### src/include/link_retry_pkg.sv
package link_retry_pkg;

    localparam int PTR_W = 8;
    localparam int SEQ_W = 3;
    localparam int DATA_W = 32;
    localparam int CNT_W = 8;
    localparam int ATT_W = 4;
    localparam int TMR_W = 32;

    // Register byte offsets
    localparam logic [3:0] REG_CTRL = 4'h0;
    localparam logic [3:0] REG_TIMEOUT = 4'h4;
    localparam logic [3:0] REG_STATUS = 4'h8;
    localparam logic [3:0] REG_POINTER = 4'hC;

    // Control register fields
    localparam int CTRL_TXNUM_LSB = 0;
    localparam int CTRL_LIMIT_LSB = 8;
    localparam logic [31:0] CTRL_MASK = 32'h0000_0FFF;
    localparam logic [CNT_W-1:0] TXNUM_RESET = 8'h08;
    localparam logic [ATT_W-1:0] LIMIT_RESET = 4'h3;
    localparam logic [TMR_W-1:0] TIMEOUT_RESET = 32'h0000_1000;

    // Status register fields
    localparam int STAT_ABORT_BIT = 0;
    localparam int STAT_FAILED_BIT = 1;
    localparam int STAT_ATT_LSB = 2;
    localparam int STAT_STATE_LSB = 6;
    localparam int STAT_PEND_BIT = 9;

    localparam logic [1:0] FLAG_REPORT = 2'h1;
    localparam logic [1:0] FLAG_REPLAY = 2'h2;

    typedef enum logic [2:0] {
        normal_state = 3'b000,
        report_drain_state = 3'b001,
        report_stream_state = 3'b010,
        replay_drain_state = 3'b011,
        replay_stream_state = 3'b100,
        replay_resend_state = 3'b101
    } retry_state_t;

    typedef enum logic [2:0] {
        kind_null = 3'b000,
        kind_normal = 3'b001,
        kind_pointer_return_packet = 3'b010,
        kind_retry = 3'b011,
        kind_resend = 3'b100
    } flit_kind_t;

endpackage

### src/verilog/link_master_retry_control.sv
// Behaviour
// - Newest forward pointer replaces any pending one.
// - Idle link: send unsaved pointer-return packet.
// - Last pointer reused; one return suffices.
// - Every non-null flit carries collected pointer.
// - Resent flits get newest pointer, CRC redone.
// - Received return pointer acknowledges sent packet.
// - Detector side reports; failing sender replays.
// - Abort rise or expiry: drain, then report.
// - Report stream: configured count, flag bit 0.
// - Retry streams are contiguous, no null flits.
// - Retry packets never saved, fields meaningless.
// - After report stream resume queued normal flow.
// - Abort clear holds timer, attempts, expiry zero.
// - Timer counts; timeout pulses expiry, retries again.
// - Attempts at limit: stop, flag retry failed.
// - Replay request: drain in-flight packet, enter replay.
// - Replay stream: configured count, flag bit 1.
// - Resend all saved packets, skip if none.
// - Abort during resend: finish resend, then report.
// - Replay ends after stream or resend; resume.
// - Return field is zero before first pointer.
// - Resent packets keep original sequence numbers.
// - Replay-time return pointers held, loaded after.
//
// The address map and the Avalon-MM interface to the registers were chosen for this implementation.
module link_master_retry_control
    import link_retry_pkg::*;
(
    // Clock and reset
    input wire logic clk_sys_i,
    input wire logic nrst_i,
    // Register bus
    input wire logic [3:0] avs_address_i,
    input wire logic avs_read_i,
    input wire logic avs_write_i,
    input wire logic [31:0] avs_writedata_i,
    input wire logic [3:0] avs_byteenable_i,
    output logic [31:0] avs_readdata_o,
    output logic avs_waitrequest_o,
    // Local receive section
    input wire logic abort_i,
    input wire logic replay_req_i,
    input wire logic fwd_ptr_valid_i,
    input wire logic [PTR_W-1:0] fwd_ptr_i,
    input wire logic ret_ptr_valid_i,
    input wire logic [PTR_W-1:0] ret_ptr_i,
    // Normal packet source
    input wire logic src_valid_i,
    input wire logic [DATA_W-1:0] src_data_i,
    input wire logic src_tail_i,
    output logic src_ready_o,
    // Saved packet source
    input wire logic saved_pending_i,
    input wire logic rsnd_valid_i,
    input wire logic [DATA_W-1:0] rsnd_data_i,
    input wire logic [SEQ_W-1:0] rsnd_seq_i,
    input wire logic rsnd_tail_i,
    input wire logic rsnd_last_i,
    output logic rsnd_ready_o,
    // Buffer read pointer
    output logic rd_ptr_load_o,
    output logic [PTR_W-1:0] rd_ptr_o,
    // Outgoing flit
    output logic tx_valid_o,
    output logic [2:0] tx_kind_o,
    output logic [DATA_W-1:0] tx_data_o,
    output logic tx_tail_o,
    output logic [1:0] tx_ctrl_flags_o,
    output logic [PTR_W-1:0] tx_return_ptr_o,
    output logic [SEQ_W-1:0] tx_seq_o,
    output logic tx_save_o,
    output logic tx_crc_redo_o,
    // Status
    output logic link_retry_failed_o
);

    logic [31:0] be_mask;
    logic bus_ack, next_bus_ack;
    logic [31:0] readdata, next_readdata;
    logic [31:0] ctrl, next_ctrl;
    logic [TMR_W-1:0] timeout, next_timeout;
    logic [CNT_W-1:0] tx_num;
    logic [ATT_W-1:0] limit;
    logic bus_req, bus_wr;

    logic abort_q;
    logic [TMR_W-1:0] timer, next_timer;
    logic [ATT_W-1:0] attempts, next_attempts;
    logic expired, next_expired;
    logic failed, next_failed;
    logic report_trig;

    retry_state_t state, next_state;
    logic [CNT_W-1:0] cnt, next_cnt;
    logic in_pkt, next_in_pkt;
    logic [SEQ_W-1:0] seq, next_seq;
    logic report_req, next_report_req;
    logic replay_req, next_replay_req;
    logic [PTR_W-1:0] cur_ptr, next_cur_ptr;
    logic ptr_pend, next_ptr_pend;
    logic [PTR_W-1:0] hold_ptr, next_hold_ptr;
    logic hold_valid, next_hold_valid;
    logic next_rd_load;
    logic [PTR_W-1:0] next_rd_ptr;
    logic send_normal, in_replay;

    flit_kind_t next_kind;
    logic [DATA_W-1:0] next_data;
    logic next_tail;
    logic [1:0] next_flags;
    logic [SEQ_W-1:0] next_tx_seq;
    logic next_save, next_redo;

    genvar g;
    generate
        for (g = 0; g < 4; g++) begin : gen_be
            assign be_mask[8*g +: 8] = {8{avs_byteenable_i[g]}};
        end
    endgenerate

    // Register bus: every access waits exactly one cycle
    assign bus_req = avs_read_i | avs_write_i;
    assign bus_wr = avs_write_i & bus_ack;
    assign avs_waitrequest_o = bus_req & ~bus_ack;
    assign avs_readdata_o = readdata;
    assign tx_num = ctrl[CTRL_TXNUM_LSB +: CNT_W];
    assign limit = ctrl[CTRL_LIMIT_LSB +: ATT_W];
    assign link_retry_failed_o = failed;

    always_comb begin
        next_bus_ack = bus_req & ~bus_ack;
        next_readdata = readdata;
        next_ctrl = ctrl;
        next_timeout = timeout;
        if (avs_read_i && !bus_ack) begin
            unique case (avs_address_i)
                REG_CTRL: next_readdata = ctrl;
                REG_TIMEOUT: next_readdata = timeout;
                REG_STATUS: begin
                    next_readdata = 32'h0000_0000;
                    next_readdata[STAT_ABORT_BIT] = abort_i;
                    next_readdata[STAT_FAILED_BIT] = failed;
                    next_readdata[STAT_ATT_LSB +: ATT_W] = attempts;
                    next_readdata[STAT_STATE_LSB +: 3] = state;
                    next_readdata[STAT_PEND_BIT] = ptr_pend;
                end
                REG_POINTER: next_readdata = {{(32-PTR_W){1'b0}}, cur_ptr};
                default: next_readdata = 32'h0000_0000;
            endcase
        end
        if (bus_wr && avs_address_i == REG_CTRL) begin
            next_ctrl = ((ctrl & ~be_mask) | (avs_writedata_i & be_mask))
                & CTRL_MASK;
        end
        if (bus_wr && avs_address_i == REG_TIMEOUT) begin
            next_timeout = (timeout & ~be_mask) | (avs_writedata_i & be_mask);
        end
    end

    always_ff @(posedge clk_sys_i or negedge nrst_i) begin
        if (!nrst_i) begin
            bus_ack <= 1'b0;
            readdata <= 32'h0000_0000;
            ctrl <= {20'h00000, LIMIT_RESET, TXNUM_RESET};
            timeout <= TIMEOUT_RESET;
        end else begin
            bus_ack <= next_bus_ack;
            readdata <= next_readdata;
            ctrl <= next_ctrl;
            timeout <= next_timeout;
        end
    end

    // Retry timer; a new report starts on abort rise or expiry
    assign report_trig = (abort_i & ~abort_q) | expired;

    always_comb begin
        next_timer = timer;
        next_attempts = attempts;
        next_expired = 1'b0;
        next_failed = failed;
        if (!abort_i) begin
            next_timer = '0;
            next_attempts = '0;
        end else if (timer == timeout && attempts < limit) begin
            next_expired = 1'b1;
            next_attempts = attempts + 1'b1;
            next_timer = '0;
        end else if (attempts == limit) begin
            next_failed = 1'b1;
        end else begin
            next_timer = timer + 1'b1;
        end
        // Write one to clear; a fresh failure wins over the clear
        if (bus_wr && avs_address_i == REG_STATUS
            && avs_byteenable_i[0] && avs_writedata_i[STAT_FAILED_BIT]
            && next_failed == failed) begin
            next_failed = 1'b0;
        end
        if (abort_i && attempts == limit) begin
            next_failed = 1'b1;
        end
    end

    always_ff @(posedge clk_sys_i or negedge nrst_i) begin
        if (!nrst_i) begin
            abort_q <= 1'b0;
            timer <= '0;
            attempts <= '0;
            expired <= 1'b0;
            failed <= 1'b0;
        end else begin
            abort_q <= abort_i;
            timer <= next_timer;
            attempts <= next_attempts;
            expired <= next_expired;
            failed <= next_failed;
        end
    end

    // Sequencer and flit selection
    assign in_replay = state == replay_drain_state
        || state == replay_stream_state || state == replay_resend_state;
    assign src_ready_o = state == normal_state
        || ((state == report_drain_state || state == replay_drain_state)
            && in_pkt);
    assign send_normal = src_valid_i & src_ready_o;
    assign rsnd_ready_o = state == replay_resend_state;

    always_comb begin
        next_state = state;
        next_cnt = cnt;
        next_in_pkt = in_pkt;
        next_seq = seq;
        next_report_req = report_req | report_trig;
        next_replay_req = replay_req | replay_req_i;
        next_kind = kind_null;
        next_data = '0;
        next_tail = 1'b0;
        next_flags = 2'h0;
        next_tx_seq = '0;
        next_save = 1'b0;
        next_redo = 1'b0;
        if (send_normal) begin
            next_kind = kind_normal;
            next_data = src_data_i;
            next_tail = src_tail_i;
            next_save = 1'b1;
            next_in_pkt = ~src_tail_i;
            next_tx_seq = seq + 1'b1;
            if (src_tail_i) begin
                next_seq = seq + 1'b1;
            end
        end
        unique case (state)
            normal_state: begin
                if (report_req || report_trig) begin
                    next_state = report_drain_state;
                    next_report_req = 1'b0;
                end else if (replay_req || replay_req_i) begin
                    next_state = replay_drain_state;
                    next_replay_req = 1'b0;
                end
                if (!send_normal && !in_pkt && ptr_pend) begin
                    next_kind = kind_pointer_return_packet;
                    next_tail = 1'b1;
                end
            end
            report_drain_state, replay_drain_state: begin
                next_cnt = '0;
                if (!in_pkt || (send_normal && src_tail_i)) begin
                    if (tx_num == '0) begin
                        next_state = state == report_drain_state
                            ? normal_state : replay_stream_state;
                    end else begin
                        next_state = state == report_drain_state
                            ? report_stream_state : replay_stream_state;
                    end
                end
            end
            report_stream_state: begin
                next_kind = kind_retry;
                next_tail = 1'b1;
                next_flags = FLAG_REPORT;
                next_cnt = cnt + 1'b1;
                if (next_cnt >= tx_num) begin
                    next_state = normal_state;
                end
            end
            replay_stream_state: begin
                if (tx_num != '0) begin
                    next_kind = kind_retry;
                    next_tail = 1'b1;
                    next_flags = FLAG_REPLAY;
                end
                next_cnt = cnt + 1'b1;
                if (next_cnt >= tx_num) begin
                    next_state = saved_pending_i
                        ? replay_resend_state : normal_state;
                end
            end
            replay_resend_state: begin
                if (rsnd_valid_i) begin
                    next_kind = kind_resend;
                    next_data = rsnd_data_i;
                    next_tail = rsnd_tail_i;
                    next_tx_seq = rsnd_seq_i;
                    next_redo = 1'b1;
                    if (rsnd_last_i) begin
                        // Abort seen here waits in report_req
                        next_state = normal_state;
                    end
                end
            end
            default: next_state = normal_state;
        endcase
    end

    // Pointer collection; a pointer arriving while one is sent stays pending
    always_comb begin
        next_cur_ptr = fwd_ptr_valid_i ? fwd_ptr_i : cur_ptr;
        next_ptr_pend = (ptr_pend & ~(next_kind != kind_null && next_tail))
            | fwd_ptr_valid_i;
        next_hold_ptr = hold_ptr;
        next_hold_valid = hold_valid;
        next_rd_load = 1'b0;
        next_rd_ptr = rd_ptr_o;
        if (in_replay) begin
            if (ret_ptr_valid_i) begin
                next_hold_ptr = ret_ptr_i;
                next_hold_valid = 1'b1;
            end
            if (next_state == normal_state) begin
                next_rd_load = next_hold_valid;
                next_rd_ptr = next_hold_ptr;
                next_hold_valid = 1'b0;
            end
        end else if (ret_ptr_valid_i) begin
            next_rd_load = 1'b1;
            next_rd_ptr = ret_ptr_i;
        end
    end

    always_ff @(posedge clk_sys_i or negedge nrst_i) begin
        if (!nrst_i) begin
            state <= normal_state;
            cnt <= '0;
            in_pkt <= 1'b0;
            seq <= '0;
            report_req <= 1'b0;
            replay_req <= 1'b0;
            cur_ptr <= '0;
            ptr_pend <= 1'b0;
            hold_ptr <= '0;
            hold_valid <= 1'b0;
            rd_ptr_load_o <= 1'b0;
            rd_ptr_o <= '0;
            tx_valid_o <= 1'b0;
            tx_kind_o <= kind_null;
            tx_data_o <= '0;
            tx_tail_o <= 1'b0;
            tx_ctrl_flags_o <= 2'h0;
            tx_return_ptr_o <= '0;
            tx_seq_o <= '0;
            tx_save_o <= 1'b0;
            tx_crc_redo_o <= 1'b0;
        end else begin
            state <= next_state;
            cnt <= next_cnt;
            in_pkt <= next_in_pkt;
            seq <= next_seq;
            report_req <= next_report_req;
            replay_req <= next_replay_req;
            cur_ptr <= next_cur_ptr;
            ptr_pend <= next_ptr_pend;
            hold_ptr <= next_hold_ptr;
            hold_valid <= next_hold_valid;
            rd_ptr_load_o <= next_rd_load;
            rd_ptr_o <= next_rd_ptr;
            tx_valid_o <= next_kind != kind_null;
            tx_kind_o <= next_kind;
            tx_data_o <= next_data;
            tx_tail_o <= next_tail;
            tx_ctrl_flags_o <= next_flags;
            tx_return_ptr_o <= next_kind == kind_null ? '0 : cur_ptr;
            tx_seq_o <= next_tx_seq;
            tx_save_o <= next_save;
            tx_crc_redo_o <= next_redo;
        end
    end

    // Checks
    ptr_newest_a: assert property (@(posedge clk_sys_i) disable iff (!nrst_i)
        fwd_ptr_valid_i |=> cur_ptr == $past(fwd_ptr_i))
        else $error("pointer not replaced by newest");
    pointer_return_packet_idle_a: assert property (@(posedge clk_sys_i) disable iff (!nrst_i)
        (state == normal_state && !send_normal && !in_pkt && ptr_pend)
        |=> tx_kind_o == kind_pointer_return_packet && !tx_save_o
            && tx_return_ptr_o == $past(cur_ptr))
        else $error("pointer return packet missing");
    return_field_a: assert property (@(posedge clk_sys_i) disable iff (!nrst_i)
        tx_valid_o |-> tx_return_ptr_o == $past(cur_ptr))
        else $error("return field not current pointer");
    retry_unsaved_a: assert property (@(posedge clk_sys_i) disable iff (!nrst_i)
        tx_kind_o == kind_retry |-> !tx_save_o && tx_seq_o == '0)
        else $error("retry packet marked saved");
    report_stream_a: assert property (@(posedge clk_sys_i) disable iff (!nrst_i)
        state == report_stream_state |=> tx_kind_o == kind_retry
            && tx_ctrl_flags_o == FLAG_REPORT)
        else $error("report stream flit wrong");
    timer_clear_a: assert property (@(posedge clk_sys_i) disable iff (!nrst_i)
        !abort_i |=> timer == '0 && attempts == '0 && !expired)
        else $error("timer not cleared");
    limit_stop_a: assert property (@(posedge clk_sys_i) disable iff (!nrst_i)
        (abort_i && attempts == limit) |=> !expired ##0 failed)
        else $error("retry past limit");
    resend_seq_a: assert property (@(posedge clk_sys_i) disable iff (!nrst_i)
        (state == replay_resend_state && rsnd_valid_i)
        |=> tx_seq_o == $past(rsnd_seq_i) && tx_crc_redo_o)
        else $error("resent flit sequence changed");
    replay_hold_a: assert property (@(posedge clk_sys_i) disable iff (!nrst_i)
        (in_replay && next_state != normal_state) |=> !rd_ptr_load_o)
        else $error("read pointer moved during replay");
    report_entry_a: assert property (@(posedge clk_sys_i) disable iff (!nrst_i)
        (state == normal_state && abort_i && !abort_q)
        |=> state == report_drain_state)
        else $error("abort rise did not start report");

    report_seen_c: cover property (@(posedge clk_sys_i) disable iff (!nrst_i)
        state == report_stream_state ##1 state == normal_state);
    resend_seen_c: cover property (@(posedge clk_sys_i) disable iff (!nrst_i)
        state == replay_resend_state ##1 state == normal_state);
    pointer_return_packet_seen_c: cover property (@(posedge clk_sys_i) disable iff (!nrst_i)
        tx_kind_o == kind_pointer_return_packet);
    expiry_seen_c: cover property (@(posedge clk_sys_i) disable iff (!nrst_i)
        expired);

endmodule // link_master_retry_control
### config.mk
export PLATFORM = sky130hd
export DESIGN_NAME = link_master_retry_control
export DESIGN_NICKNAME = d
export VERILOG_FILES = /design/src/include/link_retry_pkg.sv /design/src/verilog/link_master_retry_control.sv
export SDC_FILE = /design/constraint.sdc
export NUM_CORES = 1
export LEC_CHECK = 0
export BUFFER_PORTS_ARGS = -buffer_cell sky130_fd_sc_hd__buf_2
export CORE_MARGIN = 2
export CORE_UTILIZATION = 45
export CTS_BUF_LIST = sky130_fd_sc_hd__clkbuf_8
export CTS_CLUSTER_DIAMETER = 80
export DETAILED_ROUTE_END_ITERATION = 12
export GPL_ROUTABILITY_DRIVEN = 0
export PLACE_DENSITY = 0.74
export SYNTH_ARGS = -nofsm -noshare
export SYNTH_HDL_FRONTEND = slang
export SYNTH_SLANG_ARGS = --single-unit
### constraint.sdc
create_clock -name clk_sys_i -period 5.5 [get_ports clk_sys_i]
set_input_delay 1.1 -clock clk_sys_i [delete_from_list [all_inputs] [get_ports clk_sys_i]]
set_output_delay 1.1 -clock clk_sys_i [all_outputs]
set_load 0.02 [all_outputs]
==> run_results.csv <==
group,metric,value,unit
sta,skew,0.0221,ns
logic_synthesis,netlist_area,9730,sq um
sta,setup-violations-final,0,
sta,finalHoldViolations,0,
cts,ctsHtreeMaxLevel,2,
sta,tightest_slew,1.06,ns
sta,rsz0062_at_grt,"no",
grt,grt_max_degree,122,
worst_hold_path,hp-start,"avs_readdata_o[11]",
routing,wl_per_cell,17.5,um
logic_synthesis,yosysSeqAreaShare,54.3,%
logic_synthesis,synth_top_flop_cell,"dfrtp_1",
routing,drt-pass1-iter-count,7,
routing,num_vias,7551,
die,core,21100,sq um
die,boundaryPins,234,
logic_synthesis,synth_edf_count,0,
routing,top_layer,"met5",
logic_synthesis,yosys.area.top_type_share,53.2,%
worst_setup_path,worstPathMaxFanout,26,
worst_setup_path,r2r_start,"cnt[0]",
cts,hold_buffers,0,
grt,grt_pass1_vias,7231,
worst_hold_path,min_path_type,"flop to flop",
worst_setup_path,rr_endpoint,"rd_ptr_o[6]",
worst_setup_path,worstSetupPathType,"flop to flop",
cts,cts_buffer_depth,3,
cts,cts_made_buffers,37,
die,die_h,151,um
grt,grt_use_total,21.3,%
grt,grt_pass1_wl,38200,um
cts,clock_sinks,211,
job,drv_cap,0,
cts,cts_root_buf,"clkbuf_8",
sta,max_slew_margin,29.1,%
die,die-area,22800,sq um
routing,drc,0,
die,core.rowCount,53,
logic_synthesis,synthTopCellsByArea,"dfrtp_1 (53%), mux2_2 (5.9%), xor2_1 (5.0%)",
final_layout,drive_above_1_share,32.0,%
routing,avgViaCountPerCell,5.31,
logic_synthesis,synthDistinctLibCells,62,
worst_setup_path,path_cells,"and3_1 > and3_1 > and3_1 > xor2_1 > ha_1 > a21oi_1 > o21ai_0 > a21oi_1 > a211o_1 > a22oi_1 > nor3b_2",
logic_synthesis,netlist_instances,884,
die,initial_core_util,46.1,%
pwr,pwr-share-clk,28.5,%
logic_synthesis,synth_fp_nets,1037,
final_layout,area_growth,21.5,%
final_layout,final_common_cell,"buf_2",
pwr,comb_power_share,29.0,%
sta,fin_crit_sh,57.9,%
pwr,power_leakage,6.01,nW
routing,drt_wl_total,24800,um
final_layout,nets,1268,
final_layout,final_core_util,56.1,%
logic_synthesis,yosysTopAreaCell,"dfrtp_1",
cts,clk_pin_slew,0.06,ns
grt,antenna_found_initial,3,
worst_setup_path,critPathLaunchType,"flop",
worst_setup_path,cpPeakStageDelay,0.72,ns
worst_setup_path,cp.arrival,3.57,ns
cts,insertion_delay,0.52,ns
pwr,intPower,3.19,mW
cts,postCtsSetupBuffers,0,
routing,met1Wirelength,10900,um
routing,antenna_left,0,
logic_synthesis,async_reset_ff_share,100,%
worst_setup_path,crit_required,5.89,ns
worst_setup_path,crit_slowest_cell,"a211o_1",
placed_design,io_buffers,233,
final_layout,multiInputGateArea,4170,sq um
worst_setup_path,r2r.worst_path.cells,11,
sta,min_period,3.18,ns
cts,cts_resized,0,
worst_setup_path,endpoint_kind,"flop",
routing,met2WireLength,11600,um
routing,drt-initial-drc-count,498,
grt,gr-total-overflow,0,
sta,slew_violations,0,
logic_synthesis,ys_ff_latch,211,
final_layout,fill_cells,1815,
pwr,p_per_area,416,nW/um^2
logic_synthesis,yosysWarnings,0,
pwr,seq_power_share,42.5,%
pwr,switchingPower,1.73,mW
worst_hold_path,min_path_cells,2,
run_status,status,"finished clean",
routing,dr_wl_met3,1820,um
logic_synthesis,syn_area_per_cell,11.0,sq um
final_layout,final_cell_mix,"buf_2 (232), dfrtp_1 (207), nand2_1 (110)",
sta,fmax,314,MHz
worst_setup_path,rrSetupSlack,2.32,ns
sta,finalSetupTns,0,ns
placed_design,hpwl,18100,um
final_layout,regArea,5290,sq um
pwr,p_sw_share,35.2,%
die,die_x,151,um
cts,tritoncts,"built",
pwr,peakVddDrop,0.274,mV
worst_hold_path,holdPathEnd,"avs_readdata_o[11]",
worst_setup_path,cp_common_cell,"and3_1",
==> power groups by stage <==
stage                     combinational (mW)  clock [mW]  sequential [mW]
final                                   1.43        1.40             2.09
after CTS                               1.44        1.44             2.09
after global routing                    1.57        1.52             2.13
after floorplan                        0.844           0             2.24
after detailed placement                1.43           0             2.11
after global placement                  1.40           0             2.10
==> how the worst max path moves through the flow <==
stage,from,end,slack (ns),depth (start not counted)
2_1_floorplan,cnt[1],rd_ptr_o[6],2.91,13
3_3_place_gp,avs_address_i[1],flop,2.42,5
3_5_place_dp,cnt[0],rd_ptr_o[6],2.35,11
4_1_cts,cnt[0],rd_ptr_o[6],2.32,11
5_1_grt,cnt[0],rd_ptr_o[2],1.92,11
6_report,cnt[0],rd_ptr_o[6],2.32,11
==> layout make-up <==
type | instances | share of cell area, %
diodes | 3 | 0.0635
multi-input cells | 610 | 35.2
clock buffers | 44 | 5.12
flip-flops and latches | 211 | 44.7
repair buffers | 238 | 10.4
well taps | 275 | 2.91
inverters | 17 | 0.540
clock inverters | 23 | 1.06
==> metrics by stage <==
stage / power, mW / cell area [sq um] / worst slack (ns) / cells / hold WS [ns]
after floorplan: 3.09 / 9730 / 2.91 / 884 / 0.464
after global placement: 3.50 / 11100 / 2.42 / 1351 / 0.458
after detailed placement: 3.55 / 11100 / 2.35 / 1351 / 0.466
after CTS: 4.97 / 11800 / 2.32 / 1418 / 0.479
after global routing: 5.21 / 11800 / 1.92 / 1419 / 0.497
final: 4.92 / 11800 / 2.32 / 1421 / 0.470
==> critical path, delay by kind of cell, from the launching register on <==
kind	cells	cell delay [ns]
flops	1	0.42
xor+xnor	1	0.19
simple gates	4	0.77
fa+ha+maj	1	0.27
compound gates	5	1.39
==> layer usage <==
layer / vias to the layer above / track usage (%)
met5: - / 0
met4: 2 / 6.59
met3: 42 / 4.67
met2: 248 / 31.9
met1: 3664 / 31.0
li1: 3595 / -
==> cell usage after synthesis, types with 8 or more instances <==
cell / n
nand2b_1: 9
a21oi_1: 14
a22o_1: 43
nor3b_1: 17
nor4_1: 19
nor2_1: 58
a22oi_1: 10
xor2_1: 55
mux2i_1: 8
nand4_1: 10
buf_2: 8
a221oi_1: 8
xnor2_1: 18
clkbuf_1: 27
and2_1: 12
inv_1: 16
nand2_1: 110
and3_1: 12
nand3_1: 28
ha_1: 16
o21ai_0: 53
mux2_2: 51
dfrtp_1: 207
==> logic make-up (layout without fill, tap and decap cells) <==
group	count (synthesis)	after routing	synth area share, %
AOI/OAI and AO/OA	152	152	10.9
DFF	211	211	54.3
xor gates and xnor gates	73	73	6.57
adders and majority gates	16	16	2.06
other	0	3	0
buffers and inverters	63	322	2.96
muxes	59	59	6.73
and+or+nand+nor	310	310	16.4
Power figures use the tool's default switching activity.
